[src/logic/acrt_defs.svh]
// Purpose: register offsets, field positions, reset values, constants
// Assumes: 13-bit serial-port register address, 8-bit register data
// Notes:   included by acrt_config_regs, acrt_signature and the bench
`ifndef ACRT_DEFS_SVH
`define ACRT_DEFS_SVH

// ---------------------------------------------------------------
// register offsets
// ---------------------------------------------------------------
`define ACRT_ADDR_W          13
`define ACRT_ADDR_AIN        13'h000f
`define ACRT_ADDR_OFFSET     13'h0010
`define ACRT_ADDR_OUTMODE    13'h0014
`define ACRT_ADDR_PHASE      13'h0016
`define ACRT_ADDR_REF        13'h0018
`define ACRT_ADDR_SIG_LO     13'h0024
`define ACRT_ADDR_SIG_HI     13'h0025

// ---------------------------------------------------------------
// writable bit masks, reserved bits read as zero
// ---------------------------------------------------------------
`define ACRT_MASK_AIN        8'h06
`define ACRT_MASK_OFFSET     8'h0f
`define ACRT_MASK_OUTMODE    8'h17
`define ACRT_MASK_PHASE      8'h80
`define ACRT_MASK_REF        8'h1f

// ---------------------------------------------------------------
// field positions
// ---------------------------------------------------------------
`define ACRT_BIT_ANA_DISC    2
`define ACRT_BIT_CM_EN       1
`define ACRT_BIT_OUT_EN      4
`define ACRT_BIT_OUT_INV     2
`define ACRT_BIT_CLK_INV     7

// ---------------------------------------------------------------
// reset values and reference codes
// ---------------------------------------------------------------
`define ACRT_RST_BYTE        8'h00
`define ACRT_RST_SIG         16'h0000
`define ACRT_REF_UP_MAX      5'h12
`define ACRT_REF_EXT         5'h13
`define ACRT_REF_WRAP        6'h20

// ---------------------------------------------------------------
// serial frame and signature constants
// ---------------------------------------------------------------
`define ACRT_INSTR_BITS      5'd16
`define ACRT_DATA_BITS       5'd8
`define ACRT_SIG_TAPS        16'h8016

`endif

[src/logic/acrt_pkg.sv]
// Purpose: shared types of the configuration register tail
// Assumes: constants live in acrt_defs.svh
// Notes:   one-hot state codes written out
package acrt_pkg;

	// output data format codes
	typedef enum logic [1:0] {
		FMT_OFFSET_BIN = 2'h0,
		FMT_TWOS_COMP  = 2'h1,
		FMT_GRAY       = 2'h2,
		FMT_RESERVED   = 2'h3
	} acrt_format_t;

	// serial frame phases
	typedef enum logic [2:0] {
		ST_INSTR = 3'h1,
		ST_DATA  = 3'h2,
		ST_HOLD  = 3'h4
	} acrt_state_t;

endpackage

[src/logic/acrt_config_regs.sv]
// Purpose: serial-port register tail of a dual converter channel
// Assumes: serial clock well below clk_i/8, pins async to clk_i
// Notes:   one data byte per frame, later bytes ignored
`timescale 1ns/1ns
`default_nettype none
`include "acrt_defs.svh"

module acrt_config_regs (
	// clock and reset
	input  wire logic                  clk_i,
	input  wire logic                  reset_i,
	// serial port pins
	input  wire logic                  sclk_i,
	input  wire logic                  csb_n_i,
	input  wire logic                  sdio_i,
	output logic                       sdio_o,
	output logic                       sdio_oe_n_o,
	// signature capture
	input  wire logic                  bist_enable_i,
	input  wire logic                  bist_init_i,
	input  wire logic                  sample_valid_i,
	input  wire logic [7:0]            sample_data_i,
	// analog input control
	output logic                       analog_disconnect_o,
	output logic                       cm_input_enable_o,
	// offset trim
	output logic signed [3:0]          offset_trim_o,
	// output format
	output logic                       output_enable_o,
	output logic                       output_invert_o,
	output acrt_pkg::acrt_format_t     data_format_o,
	output logic                       output_clock_invert_o,
	// reference
	output logic [4:0]                 ref_code_o,
	output logic signed [5:0]          ref_step_o,
	output logic                       ref_external_o,
	output logic                       ref_low_load_o
);
	import acrt_pkg::*;

	// ---------------------------------------------------------------
	// declarations
	// ---------------------------------------------------------------
	logic                    sclk_m, sclk_s, sclk_d;
	logic                    csb_m, csb_s;
	logic                    sdio_m, sdio_s;
	logic                    sclk_rise, sclk_fall;
	acrt_state_t             state_reg;
	logic [4:0]              cnt_reg;
	logic [15:0]             instr_reg;
	logic [7:0]              data_reg;
	logic [7:0]              rd_shift_reg;
	logic                    rw_reg;
	logic [`ACRT_ADDR_W-1:0] addr_reg;
	logic [15:0]             instr_full;
	logic [`ACRT_ADDR_W-1:0] addr_next;
	logic [7:0]              rd_data;
	logic                    wr_stb;
	logic [7:0]              wr_data;
	logic [3:0]              wr_trim;
	logic                    sdo_reg;
	logic [7:0]              ain_reg, offset_reg, outmode_reg;
	logic [7:0]              phase_reg, ref_reg;
	logic [15:0]             sig;

	// ---------------------------------------------------------------
	// pin synchronisers
	// ---------------------------------------------------------------
	// the serial pins are async to clk_i; only second and third stages are read
	always_ff @(posedge clk_i) begin
		if (reset_i) begin
			sclk_m <= 1'b0;
			sclk_s <= 1'b0;
			sclk_d <= 1'b0;
			csb_m  <= 1'b1;
			csb_s  <= 1'b1;
			sdio_m <= 1'b0;
			sdio_s <= 1'b0;
		end else begin
			sclk_m <= sclk_i;
			sclk_s <= sclk_m;
			sclk_d <= sclk_s;
			csb_m  <= csb_n_i;
			csb_s  <= csb_m;
			sdio_m <= sdio_i;
			sdio_s <= sdio_m;
		end
	end

	// edges of the synchronised serial clock inside a frame
	assign sclk_rise = ~csb_s & sclk_s & ~sclk_d;
	assign sclk_fall = ~csb_s & ~sclk_s & sclk_d;

	// ---------------------------------------------------------------
	// frame decode
	// ---------------------------------------------------------------
	// instruction: read flag, two byte-count bits, 13-bit address
	assign instr_full = {instr_reg[14:0], sdio_s};
	assign addr_next  = instr_full[`ACRT_ADDR_W-1:0];
	assign wr_data    = {data_reg[6:0], sdio_s};
	assign wr_trim    = wr_data[3:0];
	assign wr_stb     = sclk_rise && (state_reg == ST_DATA) && !rw_reg
		&& (cnt_reg == `ACRT_DATA_BITS - 5'd1);

	// ---------------------------------------------------------------
	// frame state machine
	// ---------------------------------------------------------------
	// chip select high aborts any frame; trailing bytes are ignored
	always_ff @(posedge clk_i) begin
		if (reset_i || csb_s) begin
			state_reg <= ST_INSTR;
			cnt_reg   <= 5'd0;
		end else if (sclk_rise) begin
			unique case (state_reg)
				ST_INSTR: begin
					if (cnt_reg == `ACRT_INSTR_BITS - 5'd1) begin
						state_reg <= ST_DATA;
						cnt_reg   <= 5'd0;
					end else begin
						cnt_reg <= cnt_reg + 5'd1;
					end
				end
				ST_DATA: begin
					if (cnt_reg == `ACRT_DATA_BITS - 5'd1) begin
						state_reg <= ST_HOLD;
					end
					cnt_reg <= cnt_reg + 5'd1;
				end
				ST_HOLD: begin
					state_reg <= ST_HOLD;
				end
			endcase
		end
	end

	// shift registers for instruction and write data
	always_ff @(posedge clk_i) begin
		if (reset_i) begin
			instr_reg <= 16'h0000;
			data_reg  <= 8'h00;
			rw_reg    <= 1'b0;
			addr_reg  <= '0;
		end else if (sclk_rise && state_reg == ST_INSTR) begin
			instr_reg <= instr_full;
			if (cnt_reg == `ACRT_INSTR_BITS - 5'd1) begin
				rw_reg   <= instr_full[15];
				addr_reg <= addr_next;
			end
		end else if (sclk_rise && state_reg == ST_DATA) begin
			data_reg <= wr_data;
		end
	end

	// ---------------------------------------------------------------
	// read path
	// ---------------------------------------------------------------
	// unmapped offsets read zero; masks keep reserved bits at zero
	always_comb begin
		unique case (addr_next)
			`ACRT_ADDR_AIN:     rd_data = ain_reg;
			`ACRT_ADDR_OFFSET:  rd_data = offset_reg;
			`ACRT_ADDR_OUTMODE: rd_data = outmode_reg;
			`ACRT_ADDR_PHASE:   rd_data = phase_reg;
			`ACRT_ADDR_REF:     rd_data = ref_reg;
			`ACRT_ADDR_SIG_LO:  rd_data = sig[7:0];
			`ACRT_ADDR_SIG_HI:  rd_data = sig[15:8];
			default:            rd_data = `ACRT_RST_BYTE;
		endcase
	end

	// byte loaded at the last instruction bit, shifted out at falls
	always_ff @(posedge clk_i) begin
		if (reset_i) begin
			rd_shift_reg <= 8'h00;
			sdo_reg      <= 1'b0;
		end else if (sclk_rise && state_reg == ST_INSTR
			&& cnt_reg == `ACRT_INSTR_BITS - 5'd1) begin
			rd_shift_reg <= rd_data;
		end else if (sclk_fall && state_reg == ST_DATA && rw_reg) begin
			sdo_reg      <= rd_shift_reg[7];
			rd_shift_reg <= {rd_shift_reg[6:0], 1'b0};
		end
	end

	assign sdio_o      = sdo_reg;
	// drive only in the data byte of a read frame
	assign sdio_oe_n_o = !(state_reg == ST_DATA && rw_reg && !csb_s);

	// ---------------------------------------------------------------
	// writable registers
	// ---------------------------------------------------------------
	// signature offsets are read-only, so writes there fall through
	always_ff @(posedge clk_i) begin
		if (reset_i) begin
			ain_reg     <= `ACRT_RST_BYTE;
			offset_reg  <= `ACRT_RST_BYTE;
			outmode_reg <= `ACRT_RST_BYTE;
			phase_reg   <= `ACRT_RST_BYTE;
			ref_reg     <= `ACRT_RST_BYTE;
		end else if (wr_stb) begin
			unique case (addr_reg)
				`ACRT_ADDR_AIN:     ain_reg <= wr_data & `ACRT_MASK_AIN;
				`ACRT_ADDR_OFFSET:  offset_reg <= wr_data & `ACRT_MASK_OFFSET;
				`ACRT_ADDR_OUTMODE: outmode_reg <= wr_data & `ACRT_MASK_OUTMODE;
				`ACRT_ADDR_PHASE:   phase_reg <= wr_data & `ACRT_MASK_PHASE;
				`ACRT_ADDR_REF:     ref_reg <= wr_data & `ACRT_MASK_REF;
				default:            ;
			endcase
		end
	end

	// ---------------------------------------------------------------
	// decoded controls
	// ---------------------------------------------------------------
	// reference step: signed distance from nominal, zero when external
	function automatic logic signed [5:0] ref_step(input logic [4:0] code);
		if (code <= `ACRT_REF_UP_MAX)
			ref_step = $signed({1'b0, code});
		else if (code == `ACRT_REF_EXT)
			ref_step = 6'sh00;
		else
			ref_step = $signed({1'b0, code} - `ACRT_REF_WRAP);
	endfunction

	assign analog_disconnect_o   = ain_reg[`ACRT_BIT_ANA_DISC];
	assign cm_input_enable_o     = ain_reg[`ACRT_BIT_CM_EN];
	assign offset_trim_o         = $signed(offset_reg[3:0]);
	assign output_enable_o       = outmode_reg[`ACRT_BIT_OUT_EN];
	assign output_invert_o       = outmode_reg[`ACRT_BIT_OUT_INV];
	assign data_format_o         = acrt_format_t'(outmode_reg[1:0]);
	assign output_clock_invert_o = phase_reg[`ACRT_BIT_CLK_INV];
	assign ref_code_o            = ref_reg[4:0];
	assign ref_step_o            = ref_step(ref_reg[4:0]);
	assign ref_external_o        = (ref_reg[4:0] == `ACRT_REF_EXT);
	// the external code also lightens the driver load for outside drive
	assign ref_low_load_o        = ref_external_o;

	// ---------------------------------------------------------------
	// signature register
	// ---------------------------------------------------------------
	acrt_signature u_sig (
		.clk_i    (clk_i),
		.reset_i  (reset_i),
		.init_i   (bist_init_i),
		.enable_i (bist_enable_i),
		.valid_i  (sample_valid_i),
		.data_i   (sample_data_i),
		.sig_o    (sig)
	);
endmodule
`default_nettype wire

[src/logic/acrt_signature.sv]
// Purpose: 16-bit multiple-input signature register for one channel
// Assumes: samples arrive on clk_i with a valid strobe
// Notes:   clears to zero at reset and at init
`timescale 1ns/1ns
`default_nettype none
`include "acrt_defs.svh"

module acrt_signature (
	// clock and reset
	input  wire logic        clk_i,
	input  wire logic        reset_i,
	// control
	input  wire logic        init_i,
	input  wire logic        enable_i,
	// sample stream
	input  wire logic        valid_i,
	input  wire logic [7:0]  data_i,
	// signature
	output logic      [15:0] sig_o
);

	logic [15:0] sig_reg;
	logic [15:0] sig_next;
	logic        feedback;

	// ---------------------------------------------------------------
	// compression step
	// ---------------------------------------------------------------
	// feedback from the tap set, sample folded into the low byte
	always_comb begin
		feedback = ^(sig_reg & `ACRT_SIG_TAPS);
		sig_next = {sig_reg[14:0], feedback} ^ {8'h00, data_i};
	end

	// ---------------------------------------------------------------
	// state
	// ---------------------------------------------------------------
	// reset and init both return the signature to zero
	always_ff @(posedge clk_i) begin
		if (reset_i || init_i) begin
			sig_reg <= `ACRT_RST_SIG;
		end else if (enable_i && valid_i) begin
			sig_reg <= sig_next;
		end
	end

	assign sig_o = sig_reg;

endmodule
`default_nettype wire

[config.mk]
export PLATFORM = sky130hd
export DESIGN_NAME = acrt_config_regs
export DESIGN_NICKNAME = d
export VERILOG_FILES = /design/src/logic/acrt_pkg.sv /design/src/logic/acrt_config_regs.sv /design/src/logic/acrt_signature.sv
export VERILOG_INCLUDE_DIRS = /design/src /design/src/logic
export SDC_FILE = /design/constraint.sdc
export NUM_CORES = 1
export LEC_CHECK = 0
export BUFFER_PORTS_ARGS = -buffer_cell sky130_fd_sc_hd__buf_2
export CAP_MARGIN = 10
export CORE_MARGIN = 2
export CORE_UTILIZATION = 35
export CTS_BUF_LIST = sky130_fd_sc_hd__clkbuf_8
export CTS_CLUSTER_SIZE = 28
export DETAILED_ROUTE_END_ITERATION = 16
export GPL_TIMING_DRIVEN = 0
export PLACE_DENSITY = 0.57
export SLEW_MARGIN = 20
export SYNTH_ARGS = -nofsm -noshare
export SYNTH_HDL_FRONTEND = slang
export SYNTH_SLANG_ARGS = --single-unit
[constraint.sdc]
create_clock -name clk_i -period 4 [get_ports clk_i]
set_input_delay 0.8 -clock clk_i [delete_from_list [all_inputs] [get_ports clk_i]]
set_output_delay 0.8 -clock clk_i [all_outputs]
set_load 0.02 [all_outputs]
==> results of run 1 <==
[cells in the final DEF, fill, tap and decap left out, types with 3 or more instances in the layout]
master and count:
nand2_1 103, dfxtp_1 92, a21oi_1 49, buf_2 44, nor2_1 38, clkbuf_1 25
mux2i_1 25, inv_1 13, xnor2_1 12, clkbuf_8 12, nor2b_1 9, nand3_1 9
and2_1 8, a211oi_1 8, o21ai_0 6, nor3_1 6, o22a_1 6, o22ai_1 6
nand3b_1 4, or2_2 4, nor4_1 4, nand4_1 3, and3_1 3
[worst max-delay path, delay by kind of cell, from the launching register on]
kind | cells | cell delay, ps
flops | 1 | 360
simple gates | 2 | 370
buf+inv | 3 | 350
[power by group through the flow]
stage	registers (mW)	clock network, mW	logic [mW]
floorplan	0.946	0	0.0380
global placement	0.948	0	0.0571
detailed placement	0.948	0	0.0582
CTS	0.926	0.621	0.0584
global route	0.927	0.659	0.0642
finish	0.926	0.602	0.0577
[stage by stage]
step | setup WS (ps) | cells | hold WS (ps) | power, mW
after global placement | 1680 | 667 | 397 | 1.00
after global routing | 1630 | 683 | 445 | 1.65
after detailed placement | 1590 | 667 | 398 | 1.01
after floorplan | 2140 | 484 | 389 | 0.984
final | 1760 | 683 | 420 | 1.59
after CTS | 1740 | 683 | 420 | 1.61
[layer usage]
metal / vias up / track usage (%) / share of wire [%]
met4: 0 / 5.93 / 0.86
met5: - / 0 / 0
met2: 56 / 27.8 / 48
met1: 1643 / 21.8 / 47
met3: 10 / 2.45 / 3.9
li1: 1765 / - / -
[layout make-up]
class | count | area [um2] | share of cell area [%]
inverter | 12 | 45.0 | 0.972
timing repair buffer | 40 | 200 | 4.32
multi-input combinational | 349 | 2050 | 44.3
tap | 143 | 179 | 3.86
sequential | 92 | 1840 | 39.8
clock inverter | 4 | 23.8 | 0.513
clock buffer | 12 | 165 | 3.57
buffer | 31 | 125 | 2.70
[cells by family after synthesis]
group / Yosys count
flops: 92
fa+ha+maj: 1
compound gates: 96
buf+inv: 43
xor+xnor: 14
mux: 25
simple gates: 213
[final timing paths]
check	startpoint	endpoint	slack (ps)	cells after the start
hold reg to reg	csb_m	csb_s	420	1
setup reg to reg	cnt_reg[0]	ref_reg[0]	1860	6
setup / recovery	ref_reg[3]	ref_low_load_o	1760	5
hold / removal	csb_m	csb_s	420	1
==> run summary, run 1 <==
Net Sw Power - 0.369 mW
Combinational power share - 3.6%
Crit path kind - reg2out
Area share of xor/xnor cells in the synthesized design - 3.02%
Slowest stage delay, CP - 360 ps
Post-CTS Setup Inserts - 0
ANT cells - 0
Status - complete, no violations
Async SR Flop Fraction - 0%
Synthesis warning total - 0
Initial antenna violation count - 0
Clock root buffer - clkbuf_8
Slowest cell on crit path - dfxtp_1
Clock skew - 12.7 ps
Least-Margin Pin Slew - 719 ps
Sink Count - 92
Pint - 1.22 mW
Cell accounting for the most synthesized area - dfxtp_1
Die Span X - 112 um
Simple-gate share of the synthesized area - 26.2%
GR Overflow Total - 0
Max FFs per register - 16
Mapped Area - 4060 um2
Sw Share - 23.3%
Multiplexer share of the synthesized area - 6.16%
Syn Area/Cell - 8.40 um2
DRT Pass-1 Iters - 4
Slew margin rel. - 52.0%
Via density per instance - 5.09
Wire length per cell - 14.8 um
I/O pin count - 42
Post-synth cell types - 58
Adder-cell area share of the yosys netlist - 0.308%
Post-synthesis compound-gate area fraction - 14.8%
Global-route wire length before repair - 16700 um
Period Utilization, post-route - 56.0%
DRC - 0
Initial Utilization - 35.7%
Top_reg_cell synth - dfxtp_1
Placed cell area - 4440 um2
Final WL - 10100 um
Fill count - 1212
Post-route ant nets - 0
Sequential share of power - 58.4%
Synthesized Nets - 501
Yosys reg bits - 92
Power share of the clock group - 38.0%
Crit path max fanout - 5
Pin count of the biggest net entering global routing - 15
Vias in the first global route - 3316
Clock buffer depth - 2
Hold Crit Class - reg2reg
Number of enable flip-flop cells after synthesis - 0
Cells taking the most area after synthesis - dfxtp_1 45%, nand2_1 9.5%, mux2i_1 6.2%
Critical path capture point type - output pin
DR iter-0 viols - 212
Main combinational cell family by area after synthesis - simple AND/OR/NAND/NOR gates
CTS Buf Count - 9
Unrepaired setup endpoints after global routing - false
Fmax - 447 MHz
Cells along the critical path - nor2_1 > nand4_1 > inv_1 > buf_4 > buf_2
Fin. max-slew vios - 0
Die ar. - 12500 um2
Post-route setup TNS - 0 ps
Post-cts sizing count - 0
Maxcap violations - 0
Gpl congestion - 0.790
# H-tree levels - 3
Nets - 552
DPL Wire Length - 7360 um
Sequential element share of the synthesized area - 45.3%
Core area - 11400 um2
Top post-synthesis cells by count - 103 x nand2_1, 92 x dfxtp_1, 49 x a21oi_1, 38 x nor2_1
Final instance area - 4630 um2
CTS tree - done
Leakage Power - 1.63 nW
Core Rows - 39
Final Hold Vio Count - 0
Post-Synthesis Cells - 484
Startpoint Class - register
Min Tclk post-route - 2240 ps
Pwr dens - 342 nW/um2
Final Core Density - 40.7%
Die Height - 112 um
Critical Path AT - 1440 ps
Final setup vio count - 0
Peak VDD IR - 171 uV
WP data required - 3200 ps
Top-count cell post-synth - nand2_1
Clock transition at path regs - 90 ps
Global Route Usage Sum - 16.6%
Total number of vias - 3474
Hold_buf cts - 0
PortBufs - 40
Synth top area share - 45.3%
Worst skew pair latency - 370 ps
Share of cells above drive strength 1 - 14.1%
Area Growth Syn to Fin - 14.0%
Power figures use the tool's default switching activity.
==> run 2, diff against run 1 <==
==> constraint.sdc (replaced) <==
create_clock -name clk_i -period 2.08 [get_ports clk_i]
set_input_delay 0.416 -clock clk_i [delete_from_list [all_inputs] [get_ports clk_i]]
set_output_delay 0.416 -clock clk_i [all_outputs]
set_load 0.02 [all_outputs]
==> run 2 against run 1 <==
Clock power increased by 93%; non-clock buffer count increased by 1; sequential power increased by 92%; register-to-register slack got worse by 1800 ps; core utilization increased by 0.64 points; critical path depth increased by 2; via count increased by 0.12%; routed wire length about the same; combinational power increased by 92%; final cell count increased by 0.15%; worst setup slack got worse by 1700 ps; largest cell class unchanged.
==> run summary, run 2 (synthesis gave the netlist of run 1 again) <==
Crit path max fanout - 10 (+5)
Initial antenna violation count - 0 (unchanged)
Status - complete, no violations
Register area - 1840 um2 (unchanged)
Hold path start - csb_n_i
Post-route setup TNS - 0 ps (unchanged)
Finished Layout Cells - 684 (+0.15%)
Critical Path AT - 2240 ps (+800 ps)
Slew margin rel. - 62.7% (+11 points)
Hold Crit Class - in2reg
Worst reg2reg startpoint - state_reg[1]
Min Tclk post-route - 1980 ps
Total power - 3.05 mW (+92%)
Area Growth Syn to Fin - 15.8%
Maxcap violations - 0 (unchanged)
Final Hold Vio Count - 0 (unchanged)
# H-tree levels - 3 (unchanged)
Via density per instance - 5.08 (about the same)
Nets - 553 (+0.18%)
Pin count of the biggest net entering global routing - 15 (unchanged)
Unrepaired setup endpoints after global routing - true
Core Rows - 39 (unchanged)
Final setup vio count - 0 (unchanged)
Peak VDD IR - 328 uV (+93%)
Post-route ant nets - 0 (unchanged)
Hold path cells - 2 (+1)
Global Route Usage Sum - 16.6% (+0.034 points)
DPL Wire Length - 7360 um (unchanged)
I/O pin count - 42 (unchanged)
DRC - 0 (unchanged)
DP Worst Slack - -33.5 ps (-1620 ps)
Gpl congestion - 0.790 (unchanged)
Startpoint Class - register
WP data required - 2340 ps (-860 ps)
Core area - 11400 um2 (unchanged)
Final WL - 10100 um (about the same)
Die Height - 112 um (unchanged)
Clock root buffer - clkbuf_8
Leakage Power - 1.65 nW (+1.4%)
Max FFs per register - 16 (unchanged)
Most frequent cells in the layout - 102 x nand2_1, 92 x dfxtp_1, 49 x a21oi_1
Die ar. - 12500 um2 (unchanged)
Period Utilization, post-route - 95.1%
R2r setup slk - 100 ps (-1760 ps)
Sink Count - 92 (unchanged)
Worst setup margin - 102 ps (-1660 ps)
Fin. max-slew vios - 0 (unchanged)
PortBufs - 40 (unchanged)
Total number of vias - 3478 (+0.12%)
Fill count - 1196 (-1.3%)
Clock transition at path regs - 80 ps (about the same)
Hold EP - csb_m
Pwr dens - 649 nW/um2 (+89%)
Most common cell after layout, fill and taps aside - nand2_1
Least-Margin Pin Slew - 559 ps (-160 ps)
DR iter-0 viols - 184 (-13%)
ANT cells - 0 (unchanged)
Die Span X - 112 um (unchanged)
GR Overflow Total - 0 (unchanged)
Placed cells - 667 (unchanged)
Crit path kind - reg2reg
Clock buffer depth - 2 (unchanged)
Vias in the first global route - 3323 (+0.21%)
Fmax - 505 MHz
Clock skew - 14.5 ps (+1.87 ps)
Share of cells above drive strength 1 - 16.1% (+2.0 points)
CTS Buf Count - 9 (unchanged)
R2R cell count - 7 (+1)
R2r endpoint - rd_shift_reg[7]
Initial Utilization - 35.7% (unchanged)
Global-route wire length before repair - 16700 um (+0.25%)
Critical path capture point type - register
DRT Pass-1 Iters - 4 (unchanged)
CTS tree - done
Multi-input gate area - 2110 um2 (+2.7%)
Wire length per cell - 14.7 um (-0.19%)
Worst skew pair latency - 370 ps (about the same)
Hold slack - 230 ps (-191 ps)
## run 2: metrics by stage
| step | cell area [um2] | utilization, % |
|---|---|---|
| finish | 4700 | 41.4 |
| CTS | 4650 | 40.9 |
| global placement | 4440 | 39.1 |
| global route | 4700 | 41.4 |
| floorplan | 4060 | - |
| detailed placement | 4440 | 39.1 |
## run 2: what timing repair did
| action | 4_1_cts | 5_1_grt |
|---|---|---|
| pin swaps | 1 | 1 |
| gates resized for setup | 4 | 15 |
| endpoints found under the setup margin | 16 | 29 |
| hold buffers | 0 | 0 |
| buffers inserted | 1 | 0 |
## run 2: layer usage
metal	track usage, %	part of all wire, %	up-vias	wire (um)
met5	0	0	-	0
met4	5.93	1.4	0	144
met3	2.45	2.5	13	251
met2	27.8	48	45	4840
met1	21.9	48	1653	4840
li1	-	-	1767	-
## run 2: worst max path at each step
stage	from	endpoint	slack, ps	depth (start not counted)
2_1_floorplan	state_reg[2]	ref_reg[0]	350	5
3_3_place_gp	instr_reg[2]	rd_shift_reg[2]	-40	6
3_5_place_dp	state_reg[0]	addr_reg[0]	-30	6
4_1_cts	cnt_reg[0]	rd_shift_reg[7]	60	7
5_1_grt	state_reg[1]	rd_shift_reg[7]	-50	7
6_report	state_reg[1]	rd_shift_reg[7]	100	7
## run 2: final cells by class
class / instances / area share [%]
Buffer: 31 / 2.87
Clock buffer: 12 / 3.51
Clock inverter: 4 / 0.505
Inverter: 12 / 0.957
Multi-Input combinational cell: 349 / 44.8
Sequential cell: 92 / 39.1
Tap cell: 143 / 3.80
Timing Repair Buffer: 41 / 4.41
## run 2: worst max-delay path, stage by stage (launching register included)
cell	delay [ps]
dfxtp_1	410
nor2b_1	160
buf_2	200
nand4_1	210
clkbuf_1	290
nand2_2	210
nor2_1	70
a2111oi_2	320
## run 2: report_power, final
part	leakage, nW	internal [mW]	total [mW]	switching, mW
registers	0.743	1.77	1.78	0.0101
logic	0.814	0.0415	0.111	0.0697
clock network	0.0958	0.527	1.16	0.633
